[src/hw/guard_host_map.svh]
// register offsets, command codes and bus timing of the guard controller
`ifndef GUARD_HOST_MAP_SVH
`define GUARD_HOST_MAP_SVH

`define REG_CTRL        4'h0
`define REG_SECTOR      4'h1
`define REG_PWD_LO      4'h2
`define REG_PWD_HI      4'h3
`define REG_RESULT      4'h4

`define CTRL_OP_LSB     0
`define CTRL_OP_MSB     3
`define CTRL_BYTE_BIT   4

`define OP_ENTER_NV     4'h0
`define OP_ENTER_PLK    4'h1
`define OP_ENTER_VOL    4'h2
`define OP_ENTER_PWD    4'h3
`define OP_EXIT         4'h4
`define OP_NV_PROG      4'h5
`define OP_NV_CLEAR     4'h6
`define OP_NV_READ      4'h7
`define OP_PLK_PROG     4'h8
`define OP_PLK_READ     4'h9
`define OP_VOL_PROT     4'ha
`define OP_VOL_UNPROT   4'hb
`define OP_VOL_READ     4'hc
`define OP_PWD_READ     4'hd
`define OP_PWD_UNLOCK   4'he

`define ADR_UNLOCK1_X8  26'h0000aaa
`define ADR_UNLOCK2_X8  26'h0000555
`define ADR_UNLOCK1_X16 26'h0000555
`define ADR_UNLOCK2_X16 26'h00002aa
`define ADR_ZERO        26'h0000000

`define D_UNLOCK1       16'h00aa
`define D_UNLOCK2       16'h0055
`define D_SET_NV        16'h00c0
`define D_SET_PLK       16'h0050
`define D_SET_VOL       16'h00e0
`define D_SET_PWD       16'h0060
`define D_EXIT1         16'h0090
`define D_EXIT2         16'h0000
`define D_PROG          16'h00a0
`define D_CLEAR1        16'h0080
`define D_CLEAR2        16'h0030
`define D_GUARD_ON      16'h0000
`define D_GUARD_OFF     16'h0001
`define D_PWD_UNLK1     16'h0025
`define D_PWD_UNLK2     16'h0003
`define D_PWD_UNLK_END  16'h0029

`define PWD_LAST_X8     3'h7
`define PWD_LAST_X16    3'h3

`define CLK_PERIOD_NS   100
`define T_WE_LOW_NS     35
`define T_READ_ACC_NS   70
`define SYNC_STAGES     2
`define WE_CYC  ((`T_WE_LOW_NS + `CLK_PERIOD_NS - 1) / `CLK_PERIOD_NS)
`define ACC_CYC ((`T_READ_ACC_NS + `CLK_PERIOD_NS - 1) / `CLK_PERIOD_NS)
`define RD_CYC  (`ACC_CYC + `SYNC_STAGES)

`define FLASH_AW_MAX    26

`endif

[src/hw/guard_host_pkg.sv]
// types of the sector guard host controller
package guard_host_pkg;
    `include "guard_host_map.svh"

    typedef enum logic [2:0] {SET_NONE, SET_NV, SET_PLK, SET_VOL,
                              SET_PWD} set_e;
    typedef enum logic [1:0] {PH_IDLE, PH_SETUP, PH_STROBE,
                              PH_RECOVER} phase_e;

    typedef struct packed {
        logic                       rd;
        logic [`FLASH_AW_MAX-1:0]   addr;
        logic [15:0]                data;
        logic                       last;
    } cyc_s;

    typedef struct packed {
        phase_e                     phase;
        set_e                       set;
        logic [3:0]                 op;
        logic [3:0]                 k;
        logic [2:0]                 cnt;
        logic                       bm;
        logic                       busy;
        logic                       err;
        logic [`FLASH_AW_MAX-1:0]   sector;
        logic [63:0]                pwd;
        logic [15:0]                result;
        logic [31:0]                rdata;
        logic                       rd_cyc;
        logic                       last;
        logic                       ce_n;
        logic                       oe_n;
        logic                       we_n;
        logic [`FLASH_AW_MAX-1:0]   addr;
        logic [15:0]                dq_o;
        logic                       dq_oe;
        logic                       byte_n;
        logic [15:0]                sync1;
        logic [15:0]                sync2;
    } state_s;
endpackage

[src/hw/guard_host.sv]
// host controller driving the flash sector guard command sequences
//
// Notes on behaviour
// - enter the matching set before guard orders
// - set stays open until two-cycle exit
// - nonvolatile set entry: unlock, unlock, c0
// - persistent lock set entry: unlock, unlock, 50
// - clear all: 80 anywhere, 30 at 00
// - status and password reads are read cycles
// - password portions accepted in any order
// - byte password read: eight reads, 00..07
// - byte unlock: eleven cycles, ends with 29
// - word unlock: seven cycles, words 0..3
// - password bytes 0..7 or words 0..3
//
// Design decisions made here: the strobed register port and the placing of the registers.
`timescale 1ns/10ps

module guard_host #(
    parameter int AW = 23
) (
    input  wire logic           core_clk,
    input  wire logic           rstn,
    input  wire logic [3:0]     reg_addr,
    input  wire logic [31:0]    reg_wdata,
    input  wire logic           reg_wr,
    input  wire logic           reg_rd,
    output logic      [31:0]    reg_rdata,
    output logic                flash_ce_n,
    output logic                flash_oe_n,
    output logic                flash_we_n,
    output logic                flash_byte_n,
    output logic      [AW-1:0]  flash_addr,
    input  wire logic [15:0]    flash_dq_i,
    output logic      [15:0]    flash_dq_o,
    output logic                flash_dq_oe
);
    import guard_host_pkg::*;

    localparam logic [2:0] WE_LEN = 3'(`WE_CYC);
    localparam logic [2:0] RD_LEN = 3'(`RD_CYC);

    generate
        if (AW < 16 || AW > `FLASH_AW_MAX || `RD_CYC > 7 || `WE_CYC < 1)
        begin : g_bad_cfg
            $error("guard_host: unsupported configuration");
        end
    endgenerate

    state_s q;
    state_s n;

    // set that an order needs before it may run
    function automatic set_e need_set(input logic [3:0] op);
        case (op)
            `OP_NV_PROG, `OP_NV_CLEAR, `OP_NV_READ: need_set = SET_NV;
            `OP_PLK_PROG, `OP_PLK_READ:             need_set = SET_PLK;
            `OP_VOL_PROT, `OP_VOL_UNPROT,
            `OP_VOL_READ:                           need_set = SET_VOL;
            `OP_PWD_READ, `OP_PWD_UNLOCK:           need_set = SET_PWD;
            default:                                need_set = SET_NONE;
        endcase
    endfunction

    function automatic logic order_ok(input logic [3:0] op,
                                      input set_e cur);
        case (op)
            `OP_ENTER_NV, `OP_ENTER_PLK,
            `OP_ENTER_VOL, `OP_ENTER_PWD: order_ok = (cur == SET_NONE);
            `OP_EXIT:                     order_ok = (cur != SET_NONE);
            4'hf:                         order_ok = 1'b0;
            default:                      order_ok = (cur == need_set(op));
        endcase
    endfunction

    // bus cycle k of an order
    function automatic cyc_s step(input logic [3:0] op,
                                  input logic [3:0] k,
                                  input logic bm,
                                  input logic [`FLASH_AW_MAX-1:0] sec,
                                  input logic [63:0] pwd);
        logic [`FLASH_AW_MAX-1:0] a1;
        logic [`FLASH_AW_MAX-1:0] a2;
        logic [2:0]               plast;
        logic [2:0]               idx;
        logic [15:0]              portion;
        cyc_s                     c;
        a1 = bm ? `ADR_UNLOCK1_X8 : `ADR_UNLOCK1_X16;
        a2 = bm ? `ADR_UNLOCK2_X8 : `ADR_UNLOCK2_X16;
        plast = bm ? `PWD_LAST_X8 : `PWD_LAST_X16;
        idx = 3'(k - 4'h2);
        portion = bm ? {8'h00, pwd[{idx, 3'h0} +: 8]}
                     : pwd[{idx[1:0], 4'h0} +: 16];
        c = '{rd: 1'b0, addr: `ADR_ZERO, data: `D_EXIT2, last: 1'b0};
        case (op)
            `OP_ENTER_NV, `OP_ENTER_PLK, `OP_ENTER_VOL, `OP_ENTER_PWD: begin
                c.addr = (k == 4'h1) ? a2 : a1;
                c.data = (k == 4'h0) ? `D_UNLOCK1 : `D_UNLOCK2;
                if (k == 4'h2) begin
                    c.last = 1'b1;
                    case (op)
                        `OP_ENTER_NV:  c.data = `D_SET_NV;
                        `OP_ENTER_PLK: c.data = `D_SET_PLK;
                        `OP_ENTER_VOL: c.data = `D_SET_VOL;
                        default:       c.data = `D_SET_PWD;
                    endcase
                end
            end
            `OP_EXIT: begin
                c.data = (k == 4'h0) ? `D_EXIT1 : `D_EXIT2;
                c.last = (k == 4'h1);
            end
            `OP_NV_CLEAR: begin
                c.data = (k == 4'h0) ? `D_CLEAR1 : `D_CLEAR2;
                c.last = (k == 4'h1);
            end
            `OP_NV_PROG, `OP_PLK_PROG, `OP_VOL_PROT, `OP_VOL_UNPROT: begin
                c.data = `D_PROG;
                if (k == 4'h1) begin
                    c.last = 1'b1;
                    c.addr = (op == `OP_PLK_PROG) ? `ADR_ZERO : sec;
                    c.data = (op == `OP_VOL_UNPROT) ? `D_GUARD_OFF
                                                    : `D_GUARD_ON;
                end
            end
            `OP_NV_READ, `OP_VOL_READ, `OP_PLK_READ: begin
                c.rd = 1'b1;
                c.addr = (op == `OP_PLK_READ) ? `ADR_ZERO : sec;
                c.last = 1'b1;
            end
            `OP_PWD_READ: begin
                c.rd = 1'b1;
                c.addr = `FLASH_AW_MAX'(k);
                c.last = (k[2:0] == plast);
            end
            `OP_PWD_UNLOCK: begin
                if (k == 4'h0) begin
                    c.data = `D_PWD_UNLK1;
                end else if (k == 4'h1) begin
                    c.data = `D_PWD_UNLK2;
                end else if (k <= {1'b0, plast} + 4'h2) begin
                    c.addr = `FLASH_AW_MAX'(idx);
                    c.data = portion;
                end else begin
                    c.data = `D_PWD_UNLK_END;
                    c.last = 1'b1;
                end
            end
            default: c.last = 1'b1;
        endcase
        step = c;
    endfunction

    always_comb begin
        cyc_s c;
        c = step(q.op, q.k, q.bm, q.sector, q.pwd);
        n = q;
        n.sync1 = flash_dq_i;
        n.sync2 = q.sync1;
        n.rdata = 32'h0;
        if (reg_rd) begin
            case (reg_addr)
                `REG_CTRL:   n.rdata = {26'h0, q.set, q.bm, q.err, q.busy};
                `REG_SECTOR: n.rdata = 32'(q.sector);
                `REG_PWD_LO: n.rdata = q.pwd[31:0];
                `REG_PWD_HI: n.rdata = q.pwd[63:32];
                `REG_RESULT: n.rdata = {16'h0, q.result};
                default:     n.rdata = 32'h0;
            endcase
        end
        if (reg_wr && q.phase == PH_IDLE) begin
            case (reg_addr)
                `REG_SECTOR: n.sector = reg_wdata[`FLASH_AW_MAX-1:0];
                `REG_PWD_LO: n.pwd[31:0] = reg_wdata;
                `REG_PWD_HI: n.pwd[63:32] = reg_wdata;
                default:     n.sector = q.sector;
            endcase
        end
        case (q.phase)
            PH_IDLE: begin
                if (reg_wr && reg_addr == `REG_CTRL) begin
                    n.op = reg_wdata[`CTRL_OP_MSB:`CTRL_OP_LSB];
                    n.bm = reg_wdata[`CTRL_BYTE_BIT];
                    n.byte_n = !reg_wdata[`CTRL_BYTE_BIT];
                    n.k = 4'h0;
                    // refused order leaves set untouched but still updates the byte pin
                    if (order_ok(n.op, q.set)) begin
                        n.err = 1'b0;
                        n.busy = 1'b1;
                        n.phase = PH_SETUP;
                    end else begin
                        n.err = 1'b1;
                    end
                end
            end
            PH_SETUP: begin
                n.ce_n = 1'b0;
                n.addr = c.addr;
                n.rd_cyc = c.rd;
                n.last = c.last;
                // command codes carry a zero upper byte, x16 words do not
                n.dq_o = c.data;
                n.dq_oe = !c.rd;
                n.oe_n = !c.rd;
                n.we_n = c.rd;
                n.cnt = 3'h0;
                n.phase = PH_STROBE;
            end
            PH_STROBE: begin
                n.cnt = q.cnt + 3'h1;
                if (n.cnt == (q.rd_cyc ? RD_LEN : WE_LEN)) begin
                    n.oe_n = 1'b1;
                    n.we_n = 1'b1;
                    n.phase = PH_RECOVER;
                    if (q.rd_cyc) begin
                        n.result = q.sync2;
                        if (q.op == `OP_PWD_READ) begin
                            if (q.bm) begin
                                n.pwd[{q.k[2:0], 3'h0} +: 8] = q.sync2[7:0];
                            end else begin
                                n.pwd[{q.k[1:0], 4'h0} +: 16] = q.sync2;
                            end
                        end
                    end
                end
            end
            PH_RECOVER: begin
                n.ce_n = 1'b1;
                n.dq_oe = 1'b0;
                if (q.last) begin
                    n.busy = 1'b0;
                    n.phase = PH_IDLE;
                    case (q.op)
                        `OP_ENTER_NV:  n.set = SET_NV;
                        `OP_ENTER_PLK: n.set = SET_PLK;
                        `OP_ENTER_VOL: n.set = SET_VOL;
                        `OP_ENTER_PWD: n.set = SET_PWD;
                        `OP_EXIT:      n.set = SET_NONE;
                        default:       n.set = q.set;
                    endcase
                end else begin
                    n.k = q.k + 4'h1;
                    n.phase = PH_SETUP;
                end
            end
            default: n.phase = PH_IDLE;
        endcase
    end

    always_ff @(posedge core_clk or negedge rstn) begin
        if (!rstn) begin
            q <= '{phase: PH_IDLE, set: SET_NONE, ce_n: 1'b1, oe_n: 1'b1,
                   we_n: 1'b1, byte_n: 1'b1, default: '0};
        end else begin
            q <= n;
        end
    end

    assign reg_rdata    = q.rdata;
    assign flash_ce_n   = q.ce_n;
    assign flash_oe_n   = q.oe_n;
    assign flash_we_n   = q.we_n;
    assign flash_byte_n = q.byte_n;
    assign flash_addr   = q.addr[AW-1:0];
    assign flash_dq_o   = q.dq_o;
    assign flash_dq_oe  = q.dq_oe;

    wire wr_go = reg_wr && reg_addr == `REG_CTRL && q.phase == PH_IDLE;
    wire we_low = !q.we_n;

    a_strobe_excl: assert property (@(posedge core_clk) disable iff (!rstn)
        !(!q.we_n && !q.oe_n)) else $error("both strobes low");
    a_read_nodrive: assert property (@(posedge core_clk) disable iff (!rstn)
        !q.oe_n |-> !q.dq_oe) else $error("driving during read");
    a_upper_zero: assert property (@(posedge core_clk) disable iff (!rstn)
        q.dq_oe && !(q.op == `OP_PWD_UNLOCK && q.k > 4'h1 && !q.last)
        |-> q.dq_o[15:8] == 8'h00)
        else $error("upper byte driven");
    a_refuse_early: assert property (@(posedge core_clk) disable iff (!rstn)
        wr_go && q.set == SET_NONE
        && need_set(reg_wdata[3:0]) != SET_NONE
        |=> q.err && !q.busy && q.phase == PH_IDLE)
        else $error("order run outside its set");
    a_exit_closes: assert property (@(posedge core_clk) disable iff (!rstn)
        q.phase == PH_RECOVER && q.last && q.op == `OP_EXIT
        |=> q.set == SET_NONE && !q.busy) else $error("exit kept set");
    a_nv_code: assert property (@(posedge core_clk) disable iff (!rstn)
        we_low && q.op == `OP_ENTER_NV && q.k == 4'h2
        |-> q.dq_o == `D_SET_NV) else $error("bad nv entry code");
    a_plk_code: assert property (@(posedge core_clk) disable iff (!rstn)
        we_low && q.op == `OP_ENTER_PLK && q.k == 4'h2
        |-> q.dq_o == `D_SET_PLK) else $error("bad plk entry code");
    a_clear_pair: assert property (@(posedge core_clk) disable iff (!rstn)
        we_low && q.op == `OP_NV_CLEAR && q.k == 4'h1
        |-> q.addr == `ADR_ZERO && q.dq_o == `D_CLEAR2)
        else $error("bad clear cycle");
    a_vol_value: assert property (@(posedge core_clk) disable iff (!rstn)
        we_low && q.k == 4'h1
        && (q.op == `OP_VOL_PROT || q.op == `OP_VOL_UNPROT)
        |-> q.dq_o == ((q.op == `OP_VOL_UNPROT) ? `D_GUARD_OFF
                                                : `D_GUARD_ON))
        else $error("bad volatile value");
    a_unlock_end: assert property (@(posedge core_clk) disable iff (!rstn)
        we_low && q.last && q.op == `OP_PWD_UNLOCK
        |-> q.dq_o == `D_PWD_UNLK_END && q.k == (q.bm ? 4'ha : 4'h6))
        else $error("bad unlock end");
    a_we_width: assert property (@(posedge core_clk) disable iff (!rstn)
        $fell(q.we_n) |-> !q.we_n [*1] ##1 q.we_n)
        else $error("write strobe width");

    c_enter_nv: cover property (@(posedge core_clk) disable iff (!rstn)
        q.phase == PH_RECOVER && q.last && q.op == `OP_ENTER_NV);
    c_pwd_read: cover property (@(posedge core_clk) disable iff (!rstn)
        q.phase == PH_RECOVER && q.last && q.op == `OP_PWD_READ);
    c_unlock: cover property (@(posedge core_clk) disable iff (!rstn)
        q.phase == PH_RECOVER && q.last && q.op == `OP_PWD_UNLOCK);
    c_refused: cover property (@(posedge core_clk) disable iff (!rstn)
        $rose(q.err));
endmodule

[config.mk]
export PLATFORM = sky130hd
export DESIGN_NAME = guard_host
export DESIGN_NICKNAME = d
export VERILOG_FILES = /design/src/hw/guard_host_pkg.sv /design/src/hw/guard_host.sv
export VERILOG_INCLUDE_DIRS = /design/src /design/src/hw
export SDC_FILE = /design/constraint.sdc
export NUM_CORES = 1
export LEC_CHECK = 0
export ABC_AREA = 1
export BUFFER_PORTS_ARGS = -buffer_cell sky130_fd_sc_hd__buf_2
export CORE_ASPECT_RATIO = 1.75
export CORE_MARGIN = 2
export CORE_UTILIZATION = 35
export CTS_CLUSTER_SIZE = 12
export DETAILED_ROUTE_END_ITERATION = 8
export GPL_ROUTABILITY_DRIVEN = 0
export PLACE_DENSITY = 0.62
export SETUP_SLACK_MARGIN = 0.1
export SYNTH_ARGS = -nofsm -noshare
export SYNTH_HDL_FRONTEND = slang
export SYNTH_SLANG_ARGS = --single-unit
[constraint.sdc]
create_clock -name core_clk -period 5.6 [get_ports core_clk]
set_input_delay 0.28 -clock core_clk [delete_from_list [all_inputs] [get_ports core_clk]]
set_output_delay 0.28 -clock core_clk [all_outputs]
set_load 0.03 [all_outputs]
* Word-level counts from Yosys, hierarchy flattened
Memories as Yosys holds them, arrays and structs flattened.
Index checks and enable logic that the tools add are counted.
** Operators by class
- Order comparisons :: 1
- Equal/unequal tests :: 36
- Mux-type cells :: 64
- Shifts and indexed selects :: 6
- Add/subtract/negate cells :: 6
- Reductions and logical operators :: 30
** Operator list (number)
- $mux 80 :: 3
- $mux 64 :: 3
- $pmux 32 s5 :: 1
- $bwmux 64 :: 2
- $pmux 23 s5 :: 1
- $mux 32 :: 3
- $pmux 16 s5 :: 1
- $mux 16 :: 4
- $shift 16x8->64 const A :: 1
- $shift 8x8->64 const A :: 1
- $shiftx 16x8->64 :: 1
- $shiftx 64x7->16 :: 1
- $shiftx 64x7->8 :: 1
- $shiftx 8x8->64 :: 1
- $mux 23 :: 2
- $mux 40 :: 1
- $eq 4x4->1 const B :: 8
- $eq 4x2->1 const B :: 7
- $eq 4x3->1 const B :: 6
- $mux 12 :: 2
- $mux 8 :: 3
- $pmux 8 s3 :: 1
- $mux 3 :: 7
- $eq 4x1->1 const B :: 4
- 40 further kinds :: 78
** Word-level totals
- Word-level logic and storage cells :: 167
- Input port bits :: 56
- Output and inout bits :: 76
- Bits in registers :: 235
- Bits in read-only memories :: 48
- Memories kept :: 1
** Memories
- (no name shown) :: words 16, width 3, read ports 1, clocked after Yosys merged registers in 0, write ports 0, line guard_host.sv:55 : case (op)

* Logic depth before layout (Yosys ltp)
- Word-level depth :: 12
- Depth in mapped cells :: 18

* Worst setup path before layout
No wires, ideal clock.
- Kind :: reg2reg
- Start point :: reg q[226] (netlist name)
- End point :: reg q[137] (netlist name)
- Arrival :: 2.441 ns
- Cell stages (with the launch flop) :: 11
- Slack :: 3.041 ns
- Required time :: 5.482 ns
- Cells stage by stage :: dfrtp_1 -> clkinv_1 -> clkbuf_1 -> buf_2 -> ha_1 -> ha_1 -> nand2_1 -> nor2_1 -> o211ai_1 -> nand2_1 -> nand2_1
** RTL lines
- start: declaration :: line guard_host.sv:50 : state_s q;
- start signal: assignment :: line guard_host.sv:252 : q <= '{phase: PH_IDLE, set: SET_NONE, ce_n: 1'b1, oe_n: 1'b1,
- start signal: assignment :: line guard_host.sv:255 : q <= n;

==> impl_results.rst <==
.. list-table::
   :header-rows: 1

   * - Metric
     - Value
   * - Overall routed net length
     - 45,500 um
   * - Setup repair after global routing missed its margin
     - no
   * - DRT antenna net count
     - 0
   * - Top library cells by usage in the layout, fill and taps aside
     - nand2_1 (619), dfrtp_1 (230), o21ai_0 (175), inv_1 (165), nand3_1 (132)
   * - Initial core utilization
     - 35.5%
   * - Placeable core area
     - 0.0376 sq mm
   * - Net switching power
     - 3.70 mW
   * - Clock insertion delay at the later pin of the skew report
     - 0.56 ns
   * - First-pass GRT wire length
     - 69,600 um
   * - TritonCTS clock tree
     - done
   * - Post-layout minimum cycle time
     - 3.53 ns
   * - Number of cells traversed by the worst hold path
     - 3
   * - Worst reg2reg setup slack
     - 2.07 ns
   * - Die Height
     - 262 um
   * - Total of buffers placed on input and output ports
     - 131
   * - Warning count from the yosys run
     - 0
   * - Tot Pwr
     - 7.93 mW
   * - Clock skew after layout
     - 0.0123 ns
   * - Routed vias/inst
     - 5.37
   * - Seq/Total Area, Yosys
     - 44.1%
   * - Number of rows created at floorplan
     - 94
   * - Data arrival, critical path
     - 3.97 ns
   * - CP max FO
     - 38
   * - # clock sinks
     - 235
   * - Setup TNS after final layout
     - 0 ns
   * - Post-detail-place hpwl
     - 33,900 um
   * - Number of filler cells placed in the layout
     - 3,945
   * - GRT overflow
     - 0
   * - CTS Buffer Depth
     - 3
   * - Count of boundary I/O pins
     - 132
   * - DRC marker count from the first detailed-route iteration
     - 1,247
   * - Overall Global Routing Usage
     - 22.7%
   * - Number of vias after detailed routing
     - 12,400
   * - Syn Nets
     - 1,861
   * - Cell at the root of the clock tree
     - clkbuf_16
   * - Startpoint-to-endpoint class of the critical path
     - register to register
   * - CP endpoint kind
     - register
   * - Layout Utilization
     - 39.3%
   * - Logic depth of the worst register-to-register path
     - 9
   * - Fraction of final layout cells sized beyond drive strength 1
     - 11.5%
   * - Via count of the first global-routing pass
     - 12,000
   * - Data required time at the worst endpoint
     - 6.04 ns
   * - Critical hold path startpoint
     - reg_rd
   * - Post-synth top flop
     - dfrtp_1
   * - Die outline area
     - 0.0398 sq mm
   * - Number of max-slew violations in the final report
     - 0
   * - Diode insertion count for antenna repair
     - 0
   * - Wire per inst
     - 19.7 um
   * - Highest ir drop seen on vdd
     - 207 uV
   * - Number of resized instances in the post-cts repair step
     - 0
   * - Initial antenna violation count
     - 0
   * - Kind of path behind the tightest hold check
     - primary input to register
   * - Type of origin of the critical path
     - register
   * - H-tree depth
     - 1
   * - Share of power burned in registers
     - 36.4%
   * - Distinct cell type count of the synthesized netlist
     - 51
   * - Capture instance of the worst register-to-register path
     - q[176]
   * - Syn_area_per_cell
     - 7.48 sq um
   * - Area of the mapped netlist
     - 0.0133 sq mm
   * - Final routed DRC violation total
     - 0
   * - Max-capacitance violation count
     - 0
   * - Final layout net count
     - 1,893
   * - Number of standard cells after synthesis
     - 1,784
   * - Growth of design area from synthesis to finish
     - 10.7%
   * - R2R Path Start
     - q[226]
   * - Proportion of power drawn by the clock network
     - 21.2%
   * - Total clock buffers created by CTS
     - 25
   * - Worst Tran Pin Value
     - 1.09 ns
   * - Internal power contribution
     - 4.23 mW
   * - #FFs+latches synth
     - 235
   * - Fraction of power spent switching nets
     - 46.6%
   * - Max frequency
     - 283 MHz
   * - Maximum number of pins on one net before global-route repair
     - 124
   * - Gate power share
     - 42.4%
   * - Die W
     - 152 um
   * - Endpoint of the worst hold-timing path
     - reg_rdata[25]
   * - Leakage power of the design
     - 7.59 nW
   * - Status
     - completed
   * - Number of endpoints failing setup at the final stage
     - 0
   * - Most common library cell in the layout ignoring fill and taps
     - nand2_1
   * - Final critical-path share of the clock period
     - 63.1%
   * - Power density relative to cell area
     - 537 mW/mm^2
   * - CTS clk-pin slew, worst paths
     - 0.07 ns
   * - Max-Slew Margin vs Limit
     - 27.1%
   * - Final hold violation count
     - 0
   * - DRT Pass-1 Iters
     - 7
   * - Post-synth EDFFs
     - 0
   * - Ys async rst share
     - 100%
==> layer usage <==
metal | global-route usage (%) | wire, um | share of wire [%] | vias to the layer above
li1 | - | - | - | 5831
met1 | 25.4 | 16100 | 35 | 5740
met2 | 38.4 | 22200 | 49 | 636
met3 | 3.02 | 3000 | 6.6 | 198
met4 | 17.4 | 4190 | 9.2 | 0
met5 | 0 | 0 | 0 | -
==> power groups by stage <==
stage	Clock, mW	Combinational, mW	Sequential, mW
floorplan	0	2.55	2.62
detailed placement	0	3.28	2.88
global placement	0	3.24	2.88
finish	1.68	3.37	2.89
global route	1.77	3.74	2.92
CTS	1.71	3.32	2.86
==> worst max-delay path: stages (launching register included) <==
cell and delay (ns):
dfrtp_1 0.37, buf_4 0.25, clkinv_1 0.10, buf_4 0.35, ha_1 0.57, ha_1 0.39
nor3_2 0.59, o211ai_1 0.50, nand2_1 0.19, nand2_1 0.07
==> logic make-up after synthesis <==
logic type               synth area share, %
buffers and inverters                   12.0
multiplexers                          0.0844
adder cells (fa/ha/maj)                 1.97
XOR/XNOR                               0.131
AO/OA/AOI/OAI                           15.8
flip-flops                              44.1
AND/OR/NAND/NOR                         26.0
==> flip-flops by register name (all words and copies together), names as in the netlist <==
name	count
q	143
reg_rdata	32
flash_addr	23
flash_dq_o	16
n	16
flash_byte_n	1
flash_ce_n	1
flash_dq_oe	1
flash_oe_n	1
flash_we_n	1
==> area by class of cell <==
| type | instances | area, sq um | area share [%] |
|---|---|---|---|
| Sequential cell | 235 | 5890 | 39.8 |
| Timing Repair Buffer | 163 | 968 | 6.55 |
| Tap cell | 480 | 601 | 4.07 |
| Clock inverter | 5 | 78.8 | 0.534 |
| Inverter | 174 | 653 | 4.42 |
| Clock buffer | 38 | 724 | 4.90 |
| Multi-Input combinational cell | 1217 | 5860 | 39.7 |
==> synthesized netlist by cell type (2+ instances only) <==
cell type	instances	area, sq um
dfrtp_1	231	5780
or2_2	9	56.3
nor3_1	4	20.0
o211ai_1	21	158
buf_6	6	67.6
dfstp_2	4	105
nand4_1	2	12.5
o32ai_1	16	140
o31ai_1	10	75.1
clkbuf_1	50	188
buf_1	5	18.8
o21ai_0	175	876
nor2_4	3	33.8
inv_2	4	15.0
buf_4	73	548
nand3_1	132	661
a21oi_1	43	215
clkinv_1	5	18.8
o22ai_1	36	225
ha_1	21	263
a211oi_1	2	15.0
a32o_1	3	30.0
o41ai_1	9	78.8
nand2_1	619	2320
buf_2	24	120
a221oi_1	16	140
o21ai_1	3	15.0
a31oi_1	3	18.8
o221ai_1	5	43.8
nor2_1	61	229
nand2_2	2	12.5
inv_1	165	619
nand3b_1	4	30.0
==> timing repair <==
item                                   4_1_cts  5_1_grt
setup buffers                                0        0
endpoints found under the hold margin      137        0
hold buffers                                20        0
==> stage by stage <==
step | setup slack [ns] | cells | hold WS (ns) | cell area [sq um]
2_1_floorplan | 3.04 | 1784 | -0.0156 | 13300
3_3_place_gp | 2.29 | 2249 | 0.334 | 13800
3_5_place_dp | 2.20 | 2249 | 0.335 | 13800
4_1_cts | 2.18 | 2312 | 0.0167 | 14800
5_1_grt | 1.92 | 2312 | 0.0455 | 14800
6_report | 2.07 | 2312 | 0.0366 | 14800
==> worst max path at each step <==
stage	from	to	slack (ns)	cells past startpoint
after global routing	q[226]	q[176]	1.92	9
after CTS	q[226]	q[176]	2.18	9
after detailed placement	q[226]	q[176]	2.20	9
after global placement	q[226]	q[176]	2.29	9
final	q[226]	q[176]	2.07	9
after floorplan	q[226]	q[137]	3.04	10
Note: power is estimated with default switching activity, not from simulation.
